<file path="src/core/rnc_pkg.sv">
// package: constants and carrier types for the reset and nmi control block
package rnc_pkg;
  // clock period in ns at 50 MHz
  localparam int CLK_PERIOD_NS = 20;
  // least low time of the reset input that is taken as a reset, in ns
  localparam int RESET_MIN_NS = 100;
  // extra clock cycles added on top of the least time
  localparam int RESET_MIN_EXTRA_CYC = 2;
  // least time rounds up to whole cycles
  localparam int RESET_QUAL_CYC =
    (RESET_MIN_NS + CLK_PERIOD_NS - 1) / CLK_PERIOD_NS + RESET_MIN_EXTRA_CYC;
  // default length of the internal reset sequence in clock cycles
  localparam int RESET_SEQ_CYC = 1024;
  localparam int CNT_W = 16;

  // reset source indication flags
  typedef struct packed {
    logic long_hw;
    logic short_hw;
    logic software;
    logic watchdog;
  } rnc_src_t;

  // instruction strobes from the cpu core
  typedef struct packed {
    logic end_of_init_instr;
    logic power_down_instr;
  } rnc_instr_t;

  localparam rnc_src_t SRC_NONE = 4'h0;
endpackage

</file>
<file path="src/core/rnc_reset_nmi_ctrl.sv">
// reset and non-maskable interrupt control: qualification, sequence, nmi
module rnc_reset_nmi_ctrl import rnc_pkg::*; #(
  parameter int SEQ_CYC = RESET_SEQ_CYC
) (
  input wire logic mclk_i,
  input wire logic rst_i,
  input wire logic reset_in_n_i,
  input wire logic nmi_n_i,
  input wire logic sw_reset_i,
  input wire logic watchdog_reset_source_i,
  input wire rnc_instr_t instr_i,
  input wire logic bidir_reset_enable_wr_i,
  input wire logic bidir_reset_enable_val_i,
  output logic reset_in_n_o,
  output logic reset_in_n_oe_n_o,
  output logic reset_indicate_out_n_o,
  output logic internal_reset_o,
  output logic nmi_trap_o,
  output logic power_down_o,
  output logic bidir_reset_enable_o,
  output rnc_src_t reset_src_o
);

  localparam logic [CNT_W-1:0] SEQ_LAST = CNT_W'(SEQ_CYC - 1);
  localparam logic [CNT_W-1:0] QUAL_LAST = CNT_W'(RESET_QUAL_CYC - 1);

  ////////////////////////////////////////////////////////////////////////////
  // input synchronisers
  logic rin_meta;
  logic rin_sync;
  logic nmi_meta;
  logic nmi_sync;
  logic nmi_prev;

  always_ff @(posedge mclk_i or posedge rst_i) begin
    if (rst_i) begin
      rin_meta <= 1'b1;
      rin_sync <= 1'b1;
      nmi_meta <= 1'b1;
      nmi_sync <= 1'b1;
      nmi_prev <= 1'b1;
    end else begin
      rin_meta <= reset_in_n_i;
      rin_sync <= rin_meta;
      nmi_meta <= nmi_n_i;
      nmi_sync <= nmi_meta;
      nmi_prev <= nmi_sync;
    end
  end

  ////////////////////////////////////////////////////////////////////////////
  // reset input qualification
  // low time is counted so short glitches do not reset the part
  logic [CNT_W-1:0] qual_cnt;
  logic hw_reset;
  logic hw_long;

  // while the device itself pulls the line, the low level is its own echo
  logic line_own;
  assign line_own = !reset_in_n_oe_n_o;

  always_ff @(posedge mclk_i or posedge rst_i) begin
    if (rst_i) begin
      qual_cnt <= '0;
    end else if (rin_sync || line_own) begin
      qual_cnt <= '0;
    end else if (qual_cnt != QUAL_LAST) begin
      qual_cnt <= qual_cnt + CNT_W'(1);
    end
  end

  // reset once the low level has lasted the least time plus the extra cycles
  assign hw_reset = !rin_sync && !line_own && (qual_cnt == QUAL_LAST);
  // level still low at the end of the sequence counts as a long reset
  assign hw_long = !rin_sync && !line_own;

  ////////////////////////////////////////////////////////////////////////////
  // internal reset sequence
  logic [CNT_W-1:0] seq_cnt;
  logic in_seq;
  logic any_src;
  assign any_src = hw_reset || sw_reset_i || watchdog_reset_source_i;

  always_ff @(posedge mclk_i or posedge rst_i) begin
    if (rst_i) begin
      seq_cnt <= '0;
      in_seq <= 1'b1;
    end else if (any_src) begin
      seq_cnt <= '0;
      in_seq <= 1'b1;
    end else if (in_seq) begin
      // a short reset still runs the full count, stretched
      if (seq_cnt == SEQ_LAST) begin
        in_seq <= 1'b0;
      end else begin
        seq_cnt <= seq_cnt + CNT_W'(1);
      end
    end
  end

  always_ff @(posedge mclk_i or posedge rst_i) begin
    if (rst_i) begin
      internal_reset_o <= 1'b1;
    end else begin
      internal_reset_o <= in_seq || any_src;
    end
  end

  ////////////////////////////////////////////////////////////////////////////
  // bidirectional reset enable, cleared by reset and locked after init
  logic init_done;

  always_ff @(posedge mclk_i or posedge rst_i) begin
    if (rst_i) begin
      init_done <= 1'b0;
    end else if (in_seq || any_src) begin
      init_done <= 1'b0;
    end else if (instr_i.end_of_init_instr) begin
      init_done <= 1'b1;
    end
  end

  always_ff @(posedge mclk_i or posedge rst_i) begin
    if (rst_i) begin
      bidir_reset_enable_o <= 1'b0;
    end else if (any_src) begin
      bidir_reset_enable_o <= 1'b0;
    end else if (bidir_reset_enable_wr_i && !init_done && !in_seq) begin
      bidir_reset_enable_o <= bidir_reset_enable_val_i;
    end
  end

  // enable is cleared by the reset itself, so remember it for the sequence
  logic bidir_active;
  always_ff @(posedge mclk_i or posedge rst_i) begin
    if (rst_i) begin
      bidir_active <= 1'b0;
    end else if (any_src) begin
      bidir_active <= bidir_active || bidir_reset_enable_o;
    end else if (!in_seq) begin
      bidir_active <= 1'b0;
    end
  end

  ////////////////////////////////////////////////////////////////////////////
  // reset line drive and indication output
  always_ff @(posedge mclk_i or posedge rst_i) begin
    if (rst_i) begin
      reset_in_n_o <= 1'b0;
      reset_in_n_oe_n_o <= 1'b1;
    end else begin
      reset_in_n_o <= 1'b0;
      // in bidirectional mode, pull the line low for the whole sequence
      reset_in_n_oe_n_o <= !((any_src && (bidir_reset_enable_o ||
        bidir_active)) || (in_seq && bidir_active));
    end
  end

  always_ff @(posedge mclk_i or posedge rst_i) begin
    if (rst_i) begin
      reset_indicate_out_n_o <= 1'b0;
    end else if (any_src || in_seq) begin
      reset_indicate_out_n_o <= 1'b0;
    end else if (instr_i.end_of_init_instr) begin
      reset_indicate_out_n_o <= 1'b1;
    end
  end

  ////////////////////////////////////////////////////////////////////////////
  // reset source flags
  always_ff @(posedge mclk_i or posedge rst_i) begin
    if (rst_i) begin
      reset_src_o <= SRC_NONE;
    end else if (bidir_active && in_seq && !any_src) begin
      reset_src_o <= '{long_hw: 1'b1, default: 1'b0};
    end else if (in_seq && !any_src && seq_cnt == SEQ_LAST) begin
      if (reset_src_o.short_hw && hw_long) begin
        reset_src_o <= '{long_hw: 1'b1, default: 1'b0};
      end
    end else if (any_src) begin
      reset_src_o.long_hw <= 1'b0;
      reset_src_o.short_hw <= hw_reset;
      reset_src_o.software <= sw_reset_i;
      reset_src_o.watchdog <= watchdog_reset_source_i;
    end
  end

  ////////////////////////////////////////////////////////////////////////////
  // nmi trap and power-down decision
  always_ff @(posedge mclk_i or posedge rst_i) begin
    if (rst_i) begin
      nmi_trap_o <= 1'b0;
    end else begin
      nmi_trap_o <= nmi_prev && !nmi_sync && !in_seq;
    end
  end

  always_ff @(posedge mclk_i or posedge rst_i) begin
    if (rst_i) begin
      power_down_o <= 1'b0;
    end else if (any_src) begin
      power_down_o <= 1'b0;
    end else if (instr_i.power_down_instr && !in_seq) begin
      // high nmi leaves the part running
      power_down_o <= !nmi_sync;
    end
  end

  ////////////////////////////////////////////////////////////////////////////
  // checks
  chk_trap_on_fall: assert property (@(posedge mclk_i)
    disable iff (rst_i) ($fell(nmi_sync) && !in_seq) |=> nmi_trap_o)
    else $error("nmi fall gave no trap");

  chk_trap_single: assert property (@(posedge mclk_i)
    disable iff (rst_i) nmi_trap_o |=> !nmi_trap_o)
    else $error("nmi trap longer than one cycle");

  chk_pdn_nmi_low: assert property (@(posedge mclk_i)
    disable iff (rst_i) (instr_i.power_down_instr && !in_seq && !any_src
    && !nmi_sync) |=> power_down_o)
    else $error("power-down not entered with nmi low");

  chk_pdn_nmi_high: assert property (@(posedge mclk_i)
    disable iff (rst_i) (instr_i.power_down_instr && !in_seq && !any_src
    && nmi_sync && !power_down_o) |=> !power_down_o)
    else $error("power-down taken with nmi high");

  chk_ind_in_reset: assert property (@(posedge mclk_i)
    disable iff (rst_i) (any_src || in_seq) |=> !reset_indicate_out_n_o)
    else $error("reset indication high during reset");

  chk_ind_release: assert property (@(posedge mclk_i)
    disable iff (rst_i)
    $rose(reset_indicate_out_n_o) |-> $past(instr_i.end_of_init_instr))
    else $error("reset indication rose without end of init");

  chk_bidir_lock: assert property (@(posedge mclk_i)
    disable iff (rst_i)
    (init_done && !any_src) |=> $stable(bidir_reset_enable_o))
    else $error("bidirectional enable changed after init");

  chk_bidir_clear: assert property (@(posedge mclk_i)
    disable iff (rst_i) any_src |=> !bidir_reset_enable_o)
    else $error("bidirectional enable not cleared by reset");

  chk_bidir_drive: assert property (@(posedge mclk_i)
    disable iff (rst_i) (bidir_active && in_seq) |=> !reset_in_n_oe_n_o)
    else $error("reset line not driven in bidirectional sequence");

  chk_seq_length: assert property (@(posedge mclk_i)
    disable iff (rst_i) (any_src ##1 !any_src [*8]) |-> in_seq)
    else $error("reset sequence ended too early");

  chk_long_flag: assert property (@(posedge mclk_i)
    disable iff (rst_i) (bidir_active && in_seq && !any_src)
    |=> reset_src_o.long_hw)
    else $error("long reset flag not set in bidirectional mode");

  chk_hw_enter: assert property (@(posedge mclk_i)
    disable iff (rst_i) hw_reset |=> internal_reset_o)
    else $error("qualified reset input did not reset");

endmodule

</file>
<file path="config.mk">
export PLATFORM = sky130hd
export DESIGN_NAME = rnc_reset_nmi_ctrl
export DESIGN_NICKNAME = d
export VERILOG_FILES = /design/src/core/rnc_pkg.sv /design/src/core/rnc_reset_nmi_ctrl.sv
export SDC_FILE = /design/constraint.sdc
export NUM_CORES = 1
export LEC_CHECK = 0
export BUFFER_PORTS_ARGS = -buffer_cell sky130_fd_sc_hd__buf_2
export CAP_MARGIN = 20
export CORE_MARGIN = 2
export CORE_UTILIZATION = 25
export CTS_CLUSTER_SIZE = 10
export DETAILED_ROUTE_END_ITERATION = 10
export GPL_TIMING_DRIVEN = 0
export REMOVE_ABC_BUFFERS = 1
export SYNTH_ARGS = -nofsm -noshare
export SYNTH_HDL_FRONTEND = slang
export SYNTH_SLANG_ARGS = --single-unit
</file>
<file path="constraint.sdc">
create_clock -name mclk_i -period 2 [get_ports mclk_i]
set_input_delay 0.4 -clock mclk_i [delete_from_list [all_inputs] [get_ports mclk_i]]
set_output_delay 0.4 -clock mclk_i [all_outputs]
set_load 0.02 [all_outputs]
</file>
==> summary.md, run 1 <==
| Metric | Value |
|---|---|
| Worst Setup Path Type | `flip-flop to flip-flop` |
| Largest cells by area after synthesis | `sky130_fd_sc_hd__dfrtp_1 44%, sky130_fd_sc_hd__dfstp_2 9.1%, sky130_fd_sc_hd__nor2_1 6.1%` |
| Most used flip-flop cell after synthesis | `sky130_fd_sc_hd__dfrtp_1` |
| Horizontal extent of the die | `100 µm` |
| Tot Pwr | `1.96 mW` |
| Setup repair after global routing missed its margin | `no` |
| Signed area change from the synthesized netlist to the final layout | `17.2%` |
| Summed instance area of the synthesized netlist | `2320 µm²` |
| Placement Rows | `35` |
| Worst supply voltage drop on vdd | `0.508 mV` |
| WL final | `4380 µm` |
| Number of nets at the end of the flow | `264` |
| Number of sinks driven by the clock tree | `49` |
| Die Ht | `100 µm` |
| Antenna cell count | `0` |
| Worst path bufs/invs | `1` |
| Sum of overflow across all layers after global routing | `0` |
| Worst R2R End | `reset_src_o[0]` |
| Number of storage elements in the synthesis netlist | `49` |
| Hold_buf cts | `0` |
| Slowest cell delay on critical path | `0.44 ns` |
| Number of vias in the routed layout | `1653` |
| Number of cell instances on the worst register-to-register path | `5` |
| Smallest setup slack after layout | `0.179 ns` |
| Portion of the clock cycle consumed by the worst path in the final layout | `0.910` |
| Number of search-and-repair iterations in the first detailed-routing pass | `4` |
| Post-synthesis sequential area ratio | `0.533` |
| TritonCTS clock tree | `yes` |
| Initial standard-cell utilization of the core | `0.255` |
| Worst-margin pin slew | `0.514 ns` |
| Critical path arrival | `2.01 ns` |
| Floorplan die area | `10100 µm²` |
| Largest fanout on the critical path | `5` |
| P_leak | `1.17 nW` |
| Htree depth | `2` |
| Share of Yosys cell area claimed by the top area cell type | `0.442` |
| Clock-pin transition on the worst setup and hold timing paths | `0.10 ns` |
| Worst slew margin | `0.656` |
| Startpoint Class | `flip-flop` |
| Worst Setup Slack post-DPL | `-0.436 ns` |
| Master cell of the clock root buffer | `sky130_fd_sc_hd__clkbuf_8` |
| Number of buffers created by CTS | `5` |
| CP max stage cell | `sky130_fd_sc_hd__dfrtp_1` |
| Largest area contributor in the netlist | `sky130_fd_sc_hd__dfrtp_1` |
| Final std cells w/o fill | `363` |
| Iteration-0 DRC Markers | `95` |
| Outcome | `complete, no violations` |
| Cells traversed along the worst timing path | `nor4_1 -> nand4_2 -> buf_4 -> or2_1 -> a41o_1` |
| Count of final hold-check violations | `0` |
| Share of flip-flops with an asynchronous set or reset | `1.00` |
| Required time worst endpoint | `2.19 ns` |
| Post-synth top cells | `41 x sky130_fd_sc_hd__dfrtp_1, 38 x sky130_fd_sc_hd__nor2_1, 16 x sky130_fd_sc_hd__nand2_1, 14 x sky130_fd_sc_hd__nand3_1, 14 x sky130_fd_sc_hd__xor2_1` |
| Post-route antenna net violation count | `0` |
| Combinational fraction of design power | `0.046` |
| Ports | `21` |
| Net switching power | `0.413 mW` |
| Internal power contribution | `1.55 mW` |
| Via density per instance | `4.55` |
| Setup violators final | `0` |
| Placeable Area | `9110 µm²` |
| Clock latency of the later-clocked register in the worst-skew pair | `0.30 ns` |
| Final Max Slew Viols | `0` |
| Gpl congestion | `0.741` |
| Final period demand of the worst path | `1.82 ns` |
| Unique cell type count in the Yosys netlist | `44` |
| Wire length per cell after detailed routing | `12.1 µm` |
| Syn avg cell area | `10.3 µm²` |
| Post-DP HPWL | `2950 µm` |
| Sw Ratio | `0.211` |
| Biggest regs | `qual_cnt: 16 flops, seq_cnt: 16 flops, reset_src_o: 4 flops` |
| Global-route wire length before repair | `7820 µm` |
| Maximum frequency from static timing analysis | `0.549 GHz` |
| Post-Route Setup TNS | `0 ns` |
| Fraction of layout cells with a size suffix above 1 | `0.218` |
| Overall track demand over capacity in global routing | `0.0954` |
| Pwr dens | `721 nW/µm²` |
| Number of standard cells after synthesis | `226` |
| Number of antenna violations at the first check in global routing | `0` |
| Cell family with most CP delay | `simple AND/OR/NAND/NOR gates` |
| Bufs on Longest Clock Path | `2` |
| YS warnings | `0` |
| Count of placed standard cells including taps | `350` |
| Remaining design rule violation count | `0` |
| R2R Path Start | `qual_cnt[11]` |
| Part of the power in registers | `0.522` |
| Type of element capturing the critical path | `flip-flop` |
| Most common cell in the synthesized netlist | `sky130_fd_sc_hd__dfrtp_1` |
| Count of flip-flops with a built-in enable after synthesis | `0` |
| Number of buffers added on ports | `19` |
| Max-cap check violation count | `0` |
| Layout Skew | `0.00626 ns` |
| Largest net degree at the start of global routing | `37` |
| Number of global-route vias before repair | `1636` |
| Tightest Hold Check Type | `primary input to asynchronous set/reset pin` |
| Setup slack of the worst register-to-register path | `0.18 ns` |
| Clock power frac | `0.432` |
==> worst max path at each step <==
| stage | slack (ns) | depth (start not counted) | start | endpoint |
|---|---|---|---|---|
| 6_report | 0.18 | 5 | qual_cnt[11] | reset_src_o[0] |
| 5_1_grt | 0.03 | 5 | seq_cnt[12] | seq_cnt[7] |
| 4_1_cts | 0.003 | 4 | qual_cnt[11] | reset_src_o[0] |
| 3_5_place_dp | -0.44 | 5 | qual_cnt[11] | reset_in_n_oe_n_o |
| 3_3_place_gp | -0.44 | 5 | qual_cnt[11] | reset_in_n_oe_n_o |
| 2_1_floorplan | 0.08 | 5 | qual_cnt[4] | reset_in_n_oe_n_o |
==> routing by layer <==
layer / wire length, µm / vias up / share of wire / global-route usage
met5: 0 / - / 0 / 0
met4: 42 / 0 / 0.0096 / 0.0295
met3: 134 / 4 / 0.031 / 0.0188
met2: 2010 / 27 / 0.46 / 0.150
met1: 2190 / 787 / 0.50 / 0.133
li1: - / 835 / - / -
==> per-stage QoR <==
stage	hold slack [ns]	area, µm²	util
after floorplan	0.345	2270	-
after global placement	0.346	2500	0.275
after detailed placement	0.347	2520	0.277
after CTS	0.0327	2700	0.296
after global routing	0.0470	2720	0.298
final	0.0381	2720	0.298
==> timing repair <==
item,in CTS,in global routing
setup endpoints to repair,23,20
pin swaps,2,1
hold endpoints to repair,0,0
gates resized for setup,2,1
cloned,1,0
setup buffers,2,2
==> cell families after synthesis <==
logic type,after synthesis,share of synthesized area
adder cells (fa/ha/maj),3,0.0162
buffers and inverters,13,0.0313
other,1,0.00162
multiplexers,2,0.00917
flip-flops,49,0.533
XOR/XNOR,19,0.0717
AND/OR/NAND/NOR,108,0.254
AO/OA/AOI/OAI,31,0.0836
==> power by group through the flow <==
| stage | sequential, mW | clock [mW] | combinational (mW) |
|---|---|---|---|
| finish | 1.02 | 0.846 | 0.0910 |
| global route | 1.02 | 0.902 | 0.105 |
| CTS | 1.02 | 0.870 | 0.0926 |
| detailed placement | 1.04 | 0 | 0.0831 |
| global placement | 1.04 | 0 | 0.0766 |
| floorplan | 1.04 | 0 | 0.0469 |
==> final cells by class <==
type	instances	area [µm²]
Inverter	6	22.5
Timing Repair Buffer	24	145
Fill cell	951	6390
Multi-Input combinational cell	165	1040
Clock buffer	5	68.8
Sequential cell	49	1240
Tap cell	111	139
Clock inverter	3	68.8
==> layout by cell type, fill, tap and decap left out, types with 2 or more instances in the layout <==
| cell type | netlist | layout |
|---|---|---|
| sky130_fd_sc_hd__a211oi_1 | 3 | 3 |
| sky130_fd_sc_hd__a21oi_1 | 12 | 12 |
| sky130_fd_sc_hd__and2_1 | 2 | 2 |
| sky130_fd_sc_hd__and3_1 | 2 | 2 |
| sky130_fd_sc_hd__and4_1 | 2 | 2 |
| sky130_fd_sc_hd__buf_2 | 1 | 19 |
| sky130_fd_sc_hd__buf_4 | 2 | 4 |
| sky130_fd_sc_hd__bufinv_16 | 0 | 2 |
| sky130_fd_sc_hd__clkbuf_8 | 0 | 5 |
| sky130_fd_sc_hd__dfrtp_1 | 41 | 41 |
| sky130_fd_sc_hd__dfstp_2 | 8 | 8 |
| sky130_fd_sc_hd__ha_1 | 3 | 3 |
| sky130_fd_sc_hd__inv_1 | 6 | 5 |
| sky130_fd_sc_hd__nand2_1 | 16 | 16 |
| sky130_fd_sc_hd__nand3_1 | 14 | 14 |
| sky130_fd_sc_hd__nand4_1 | 4 | 4 |
| sky130_fd_sc_hd__nand4_2 | 3 | 3 |
| sky130_fd_sc_hd__nor2_1 | 38 | 38 |
| sky130_fd_sc_hd__nor2b_1 | 2 | 2 |
| sky130_fd_sc_hd__nor3_1 | 5 | 5 |
| sky130_fd_sc_hd__nor3_4 | 2 | 2 |
| sky130_fd_sc_hd__nor4_1 | 4 | 4 |
| sky130_fd_sc_hd__o21ai_0 | 9 | 9 |
| sky130_fd_sc_hd__o21ai_4 | 0 | 2 |
| sky130_fd_sc_hd__or2_1 | 2 | 2 |
| sky130_fd_sc_hd__or3_1 | 5 | 5 |
| sky130_fd_sc_hd__xnor2_1 | 5 | 5 |
| sky130_fd_sc_hd__xor2_1 | 14 | 14 |
(Power assumes the default switching activity.)
==> inputs of run 2 (changes only) <==
--- a/config.mk
+++ b/config.mk
@@ -6,8 +6,8 @@
 export NUM_CORES = 1
 export LEC_CHECK = 0
 export BUFFER_PORTS_ARGS = -buffer_cell sky130_fd_sc_hd__buf_2
-export CAP_MARGIN = 20
-export CORE_MARGIN = 2
+export CAP_MARGIN = 10
+export CORE_MARGIN = 3
 export CORE_UTILIZATION = 25
 export CTS_CLUSTER_SIZE = 10
 export DETAILED_ROUTE_END_ITERATION = 10
==> summary.md, run 2 (synthesis gave the netlist of run 1 again) <==
| Metric | Value |
|---|---|
| Outcome | `complete, no violations` |
| Fraction of layout cells with a size suffix above 1 | `0.213` |
| Maximum frequency from static timing analysis | `0.543 GHz` |
| Critical path arrival | `2.06 ns` |
| Post-Route Setup TNS | `0 ns` |
| Floorplan die area | `10500 µm²` |
| Setup slack of the worst register-to-register path | `0.16 ns` |
| Worst slew margin | `0.610` |
| Number of search-and-repair iterations in the first detailed-routing pass | `4` |
| Tightest Hold Check Type | `primary input to asynchronous set/reset pin` |
| Cell area after placement | `2520 µm²` |
| Final Max Slew Viols | `0` |
| P_leak | `1.15 nW` |
| Cell family with most CP delay | `simple AND/OR/NAND/NOR gates` |
| Hold_buf cts | `0` |
| Overall track demand over capacity in global routing | `0.0961` |
| Initial standard-cell utilization of the core | `0.262` |
| Setup violators final | `0` |
| Gpl congestion | `0.734` |
| CP max stage cell | `sky130_fd_sc_hd__dfrtp_1` |
| Startpoint Class | `flip-flop` |
| Type of element capturing the critical path | `flip-flop` |
| Final period demand of the worst path | `1.84 ns` |
| Die Ht | `102 µm` |
| Placeable Area | `8850 µm²` |
| WL final | `4600 µm` |
| Worst R2R End | `reset_in_n_oe_n_o` |
| Required time worst endpoint | `2.22 ns` |
| Post-route antenna net violation count | `0` |
| Post-DP HPWL | `3110 µm` |
| Number of buffers created by CTS | `5` |
| Number of sinks driven by the clock tree | `49` |
| Largest net degree at the start of global routing | `31` |
| Largest fanout on the critical path | `8` |
| Final std cells w/o fill | `361` |
| Final Instance Area | `2670 µm²` |
| Iteration-0 DRC Markers | `58` |
| Cells traversed along the worst timing path | `nor4_1 -> nand4_2 -> buf_4 -> o21ai_4 -> nor2_1 -> or2_1` |
| Portion of the clock cycle consumed by the worst path in the final layout | `0.921` |
| Layout Skew | `0.00996 ns` |
| Master cell of the clock root buffer | `sky130_fd_sc_hd__clkbuf_8` |
| Htree depth | `2` |
| Most common library cell in the layout ignoring fill and taps | `sky130_fd_sc_hd__dfrtp_1` |
| Number of antenna violations at the first check in global routing | `0` |
| Clock-pin transition on the worst setup and hold timing paths | `0.09 ns` |
| Biggest regs | `qual_cnt: 16 flops, seq_cnt: 16 flops, reset_src_o: 4 flops` |
| Via density per instance | `4.70` |
| Smallest setup slack after layout | `0.158 ns` |
| Setup repair after global routing missed its margin | `no` |
| Number of nets at the end of the flow | `265` |
| Ports | `21` |
| Number of vias in the routed layout | `1695` |
| Count of placed standard cells including taps | `347` |
| Horizontal extent of the die | `102 µm` |
| Signed area change from the synthesized netlist to the final layout | `15.3%` |
| Antenna cell count | `0` |
| Total stage count of the critical path | `6` |
| Wire length per cell after detailed routing | `12.8 µm` |
| Worst Setup Path Type | `flip-flop to flip-flop` |
| Bufs on Longest Clock Path | `2` |
| Placement Rows | `34` |
| Remaining design rule violation count | `0` |
| Worst supply voltage drop on vdd | `0.266 mV` |
| Max-cap check violation count | `0` |
| Slowest cell delay on critical path | `0.44 ns` |
| Worst Setup Slack post-DPL | `-0.456 ns` |
| Number of global-route vias before repair | `1678` |
| Pwr dens | `641 nW/µm²` |
| Clock latency of the later-clocked register in the worst-skew pair | `0.30 ns` |
| Count of final hold-check violations | `0` |
| Number of cell instances on the worst register-to-register path | `6` |
| Global-route wire length before repair | `8020 µm` |
| Most frequent cells in the layout | `41 x sky130_fd_sc_hd__dfrtp_1, 38 x sky130_fd_sc_hd__nor2_1, 19 x sky130_fd_sc_hd__buf_2, 16 x sky130_fd_sc_hd__nand2_1` |
| Worst path bufs/invs | `1` |
| Final Core Density | `0.302` |
| Sum of overflow across all layers after global routing | `0` |
| Number of buffers added on ports | `19` |
| R2R Path Start | `qual_cnt[11]` |
| TritonCTS clock tree | `yes` |
| Worst-margin pin slew | `0.582 ns` |
run 2: changes by cell type in the layout (fill, tap and decap cells not counted), sizes merged:
cell,delta
bufinv,-2
clkbuf,+3
inv,-1
buf,+1
run 2: repair_timing:
item,in CTS,in global routing
setup buffers,3,2
pin swaps,1,1
gates resized for setup,1,2
endpoints found under the setup margin,23,25
gates cloned,1,0
run 2: power by group:
part,total [mW],leakage [nW],switching [mW],internal [mW]
Combinational,0.0921,0.461,0.0597,0.0324
Sequential,1.02,0.647,0.0114,1.01
Clock,0.601,0.0455,0.318,0.283
run 2: area by class of cell:
type | instances | area, µm²
fillers | 936 | 6170
flip-flops and latches | 49 | 1240
clock buffers | 8 | 90.1
inverters | 6 | 22.5
repair buffers | 25 | 153
multi-input cells | 165 | 1040
well taps | 108 | 135
run 2: layer usage:
layer	global-route usage	routed length, µm
met4	0.0383	94
met1	0.135	2320
met2	0.141	1980
met3	0.0246	202
met5	0	0
run 2: worst reg2reg max path, stage by stage (launching register included):
cell and delay [ns]:
sky130_fd_sc_hd__dfrtp_1 0.44, sky130_fd_sc_hd__nor4_1 0.41, sky130_fd_sc_hd__nand4_2 0.14, sky130_fd_sc_hd__buf_4 0.20
sky130_fd_sc_hd__o21ai_4 0.24, sky130_fd_sc_hd__nor2_1 0.10, sky130_fd_sc_hd__or2_1 0.24
run 2: worst max path at each step:
| stage | start | end |
|---|---|---|
| finish | qual_cnt[11] | reset_in_n_oe_n_o |
| global route | in_seq | seq_cnt[15] |
| CTS | qual_cnt[11] | seq_cnt[9] |
| detailed placement | qual_cnt[11] | reset_in_n_oe_n_o |
| global placement | qual_cnt[11] | reset_in_n_oe_n_o |
| floorplan | qual_cnt[4] | reset_in_n_oe_n_o |
run 2: metrics by stage:
step                hold WS (ns)  power [mW]
floorplan                  0.345        1.09
global placement           0.347        1.12
detailed placement         0.350        1.12
CTS                        0.113        1.73
global route               0.125        1.79
finish                    0.0985        1.71
==> inputs of run 3 (changes only) <==
--- a/config.mk
+++ b/config.mk
@@ -12,7 +12,6 @@
 export CTS_CLUSTER_SIZE = 10
 export DETAILED_ROUTE_END_ITERATION = 10
 export GPL_TIMING_DRIVEN = 0
-export REMOVE_ABC_BUFFERS = 1
 export SYNTH_ARGS = -nofsm -noshare
 export SYNTH_HDL_FRONTEND = slang
 export SYNTH_SLANG_ARGS = --single-unit
==> summary.md, run 3 (synthesis gave the netlist of run 1 again) <==
| Metric | Value |
|---|---|
| Largest fanout on the critical path | `10` |
| Bufs on Longest Clock Path | `2` |
| Post-route antenna net violation count | `0` |
| Worst Setup Path Type | `flip-flop to flip-flop` |
| Biggest regs | `qual_cnt: 16 flops, seq_cnt: 16 flops, reset_src_o: 4 flops` |
| WL final | `4490 µm` |
| Htree depth | `2` |
| Number of fill cells | `927` |
| Horizontal extent of the die | `102 µm` |
| Tightest Hold Check Type | `primary input to asynchronous set/reset pin` |
| Number of buffers added on ports | `19` |
| Layout Skew | `0.0112 ns` |
| Pwr dens | `649 nW/µm²` |
| Type of element capturing the critical path | `flip-flop` |
| Outcome | `complete, no violations` |
| Via density per instance | `4.65` |
| Overall track demand over capacity in global routing | `0.0952` |
| Startpoint Class | `flip-flop` |
| Critical path arrival | `2.05 ns` |
| Number of buffers created by CTS | `5` |
| Count of placed standard cells including taps | `354` |
| Antenna cell count | `0` |
| Clock latency of the later-clocked register in the worst-skew pair | `0.31 ns` |
| Number of antenna violations at the first check in global routing | `0` |
| Required time worst endpoint | `2.21 ns` |
| Placement Rows | `34` |
| Most frequent cells in the layout | `41 x sky130_fd_sc_hd__dfrtp_1, 38 x sky130_fd_sc_hd__nor2_1, 20 x sky130_fd_sc_hd__buf_2, 16 x sky130_fd_sc_hd__nand2_1` |
| Largest net degree at the start of global routing | `41` |
| TritonCTS clock tree | `yes` |
| Maximum frequency from static timing analysis | `0.544 GHz` |
| Most common library cell in the layout ignoring fill and taps | `sky130_fd_sc_hd__dfrtp_1` |
| Final Max Slew Viols | `0` |
| Sequential cell area | `1240 µm²` |
| Floorplan die area | `10500 µm²` |
| Number of cell instances on the worst register-to-register path | `5` |
| Remaining design rule violation count | `0` |
| Number of sinks driven by the clock tree | `49` |
| Setup slack of the worst register-to-register path | `0.16 ns` |
| Number of search-and-repair iterations in the first detailed-routing pass | `4` |
| Max-cap check violation count | `0` |
| Post-DP HPWL | `3110 µm` |
| Placeable Area | `8850 µm²` |
| Area of combinational cells with multiple inputs | `1020 µm²` |
| Setup repair after global routing missed its margin | `no` |
| Portion of the clock cycle consumed by the worst path in the final layout | `0.919` |
| Sum of overflow across all layers after global routing | `0` |
| Iteration-0 DRC Markers | `87` |
| Initial standard-cell utilization of the core | `0.262` |
| P_leak | `1.17 nW` |
| Final std cells w/o fill | `364` |
| Number of vias in the routed layout | `1693` |
| Number of nets at the end of the flow | `268` |
| Post-Route Setup TNS | `0 ns` |
| Fraction of layout cells with a size suffix above 1 | `0.223` |
| Signed area change from the synthesized netlist to the final layout | `15.9%` |
| Setup violators final | `0` |
| Global-route wire length before repair | `7880 µm` |
| Syn_nets | `239` |
| Number of global-route vias before repair | `1647` |
| Final Core Density | `0.304` |
| Count of final hold-check violations | `0` |
| Die Ht | `102 µm` |
| Clock-pin transition on the worst setup and hold timing paths | `0.10 ns` |
| Wire length per cell after detailed routing | `12.3 µm` |
| Final period demand of the worst path | `1.84 ns` |
| Ports | `21` |
| Gpl congestion | `0.786` |
| Master cell of the clock root buffer | `sky130_fd_sc_hd__clkbuf_8` |
| Worst supply voltage drop on vdd | `0.340 mV` |
==> run 3: layout make-up <==
cell class | instances | share of cell area
plain buffers | 7 | 0.0186
clock buffers | 5 | 0.0256
well taps | 108 | 0.0503
repair buffers | 22 | 0.0484
multi-input cells | 164 | 0.378
flip-flops and latches | 49 | 0.460
inverters | 6 | 0.00838
clock inverters | 3 | 0.0107
==> run 3: routing by layer <==
metal | GRT usage | wire [µm]
met1 | 0.134 | 2200
met2 | 0.136 | 2050
met3 | 0.0246 | 143
met4 | 0.0444 | 97
met5 | 0 | 0
==> run 3: power by group <==
group          total (mW)  internal [mW]  switching [mW]
clock               0.634          0.262           0.372
combinational      0.0903         0.0336          0.0567
sequential           1.02           1.01          0.0109
==> run 3: what timing repair did <==
action,CTS,global route
endpoints found under the setup margin,0,10
resized for setup,0,1
hold buffers,0,0
endpoints found under the hold margin,0,0
buffers inserted,0,2
==> run 3: stage by stage <==
stage / instance area, µm² / hold slack, ns / total power [mW] / setup WS (ns)
2_1_floorplan: 2320 / 0.345 / 1.10 / 0.389
3_3_place_gp: 2550 / 0.345 / 1.13 / -0.283
3_5_place_dp: 2570 / 0.347 / 1.13 / 0.108
4_1_cts: 2670 / 0.0174 / 1.77 / 0.0937
5_1_grt: 2690 / 0.00348 / 1.83 / 0.0488
6_report: 2690 / 0.00556 / 1.75 / 0.162
==> run 3: worst paths after layout <==
check	endpoint	startpoint
max reg2reg	reset_src_o[0]	in_seq
max in group asynchronous	rin_meta	rst_i
min reg2reg	rin_sync	rin_meta
min	reset_src_o[2]	rst_i
max	reset_src_o[0]	in_seq
min in group mclk_i	nmi_meta	nmi_n_i
==> run 3: worst max-delay path, stage by stage, from the launching register on <==
cell and delay, ns:
sky130_fd_sc_hd__dfstp_2 0.53, sky130_fd_sc_hd__buf_4 0.16, sky130_fd_sc_hd__nand3_1 0.20, sky130_fd_sc_hd__nor3_4 0.34, sky130_fd_sc_hd__a32oi_2 0.22, sky130_fd_sc_hd__a41o_1 0.27
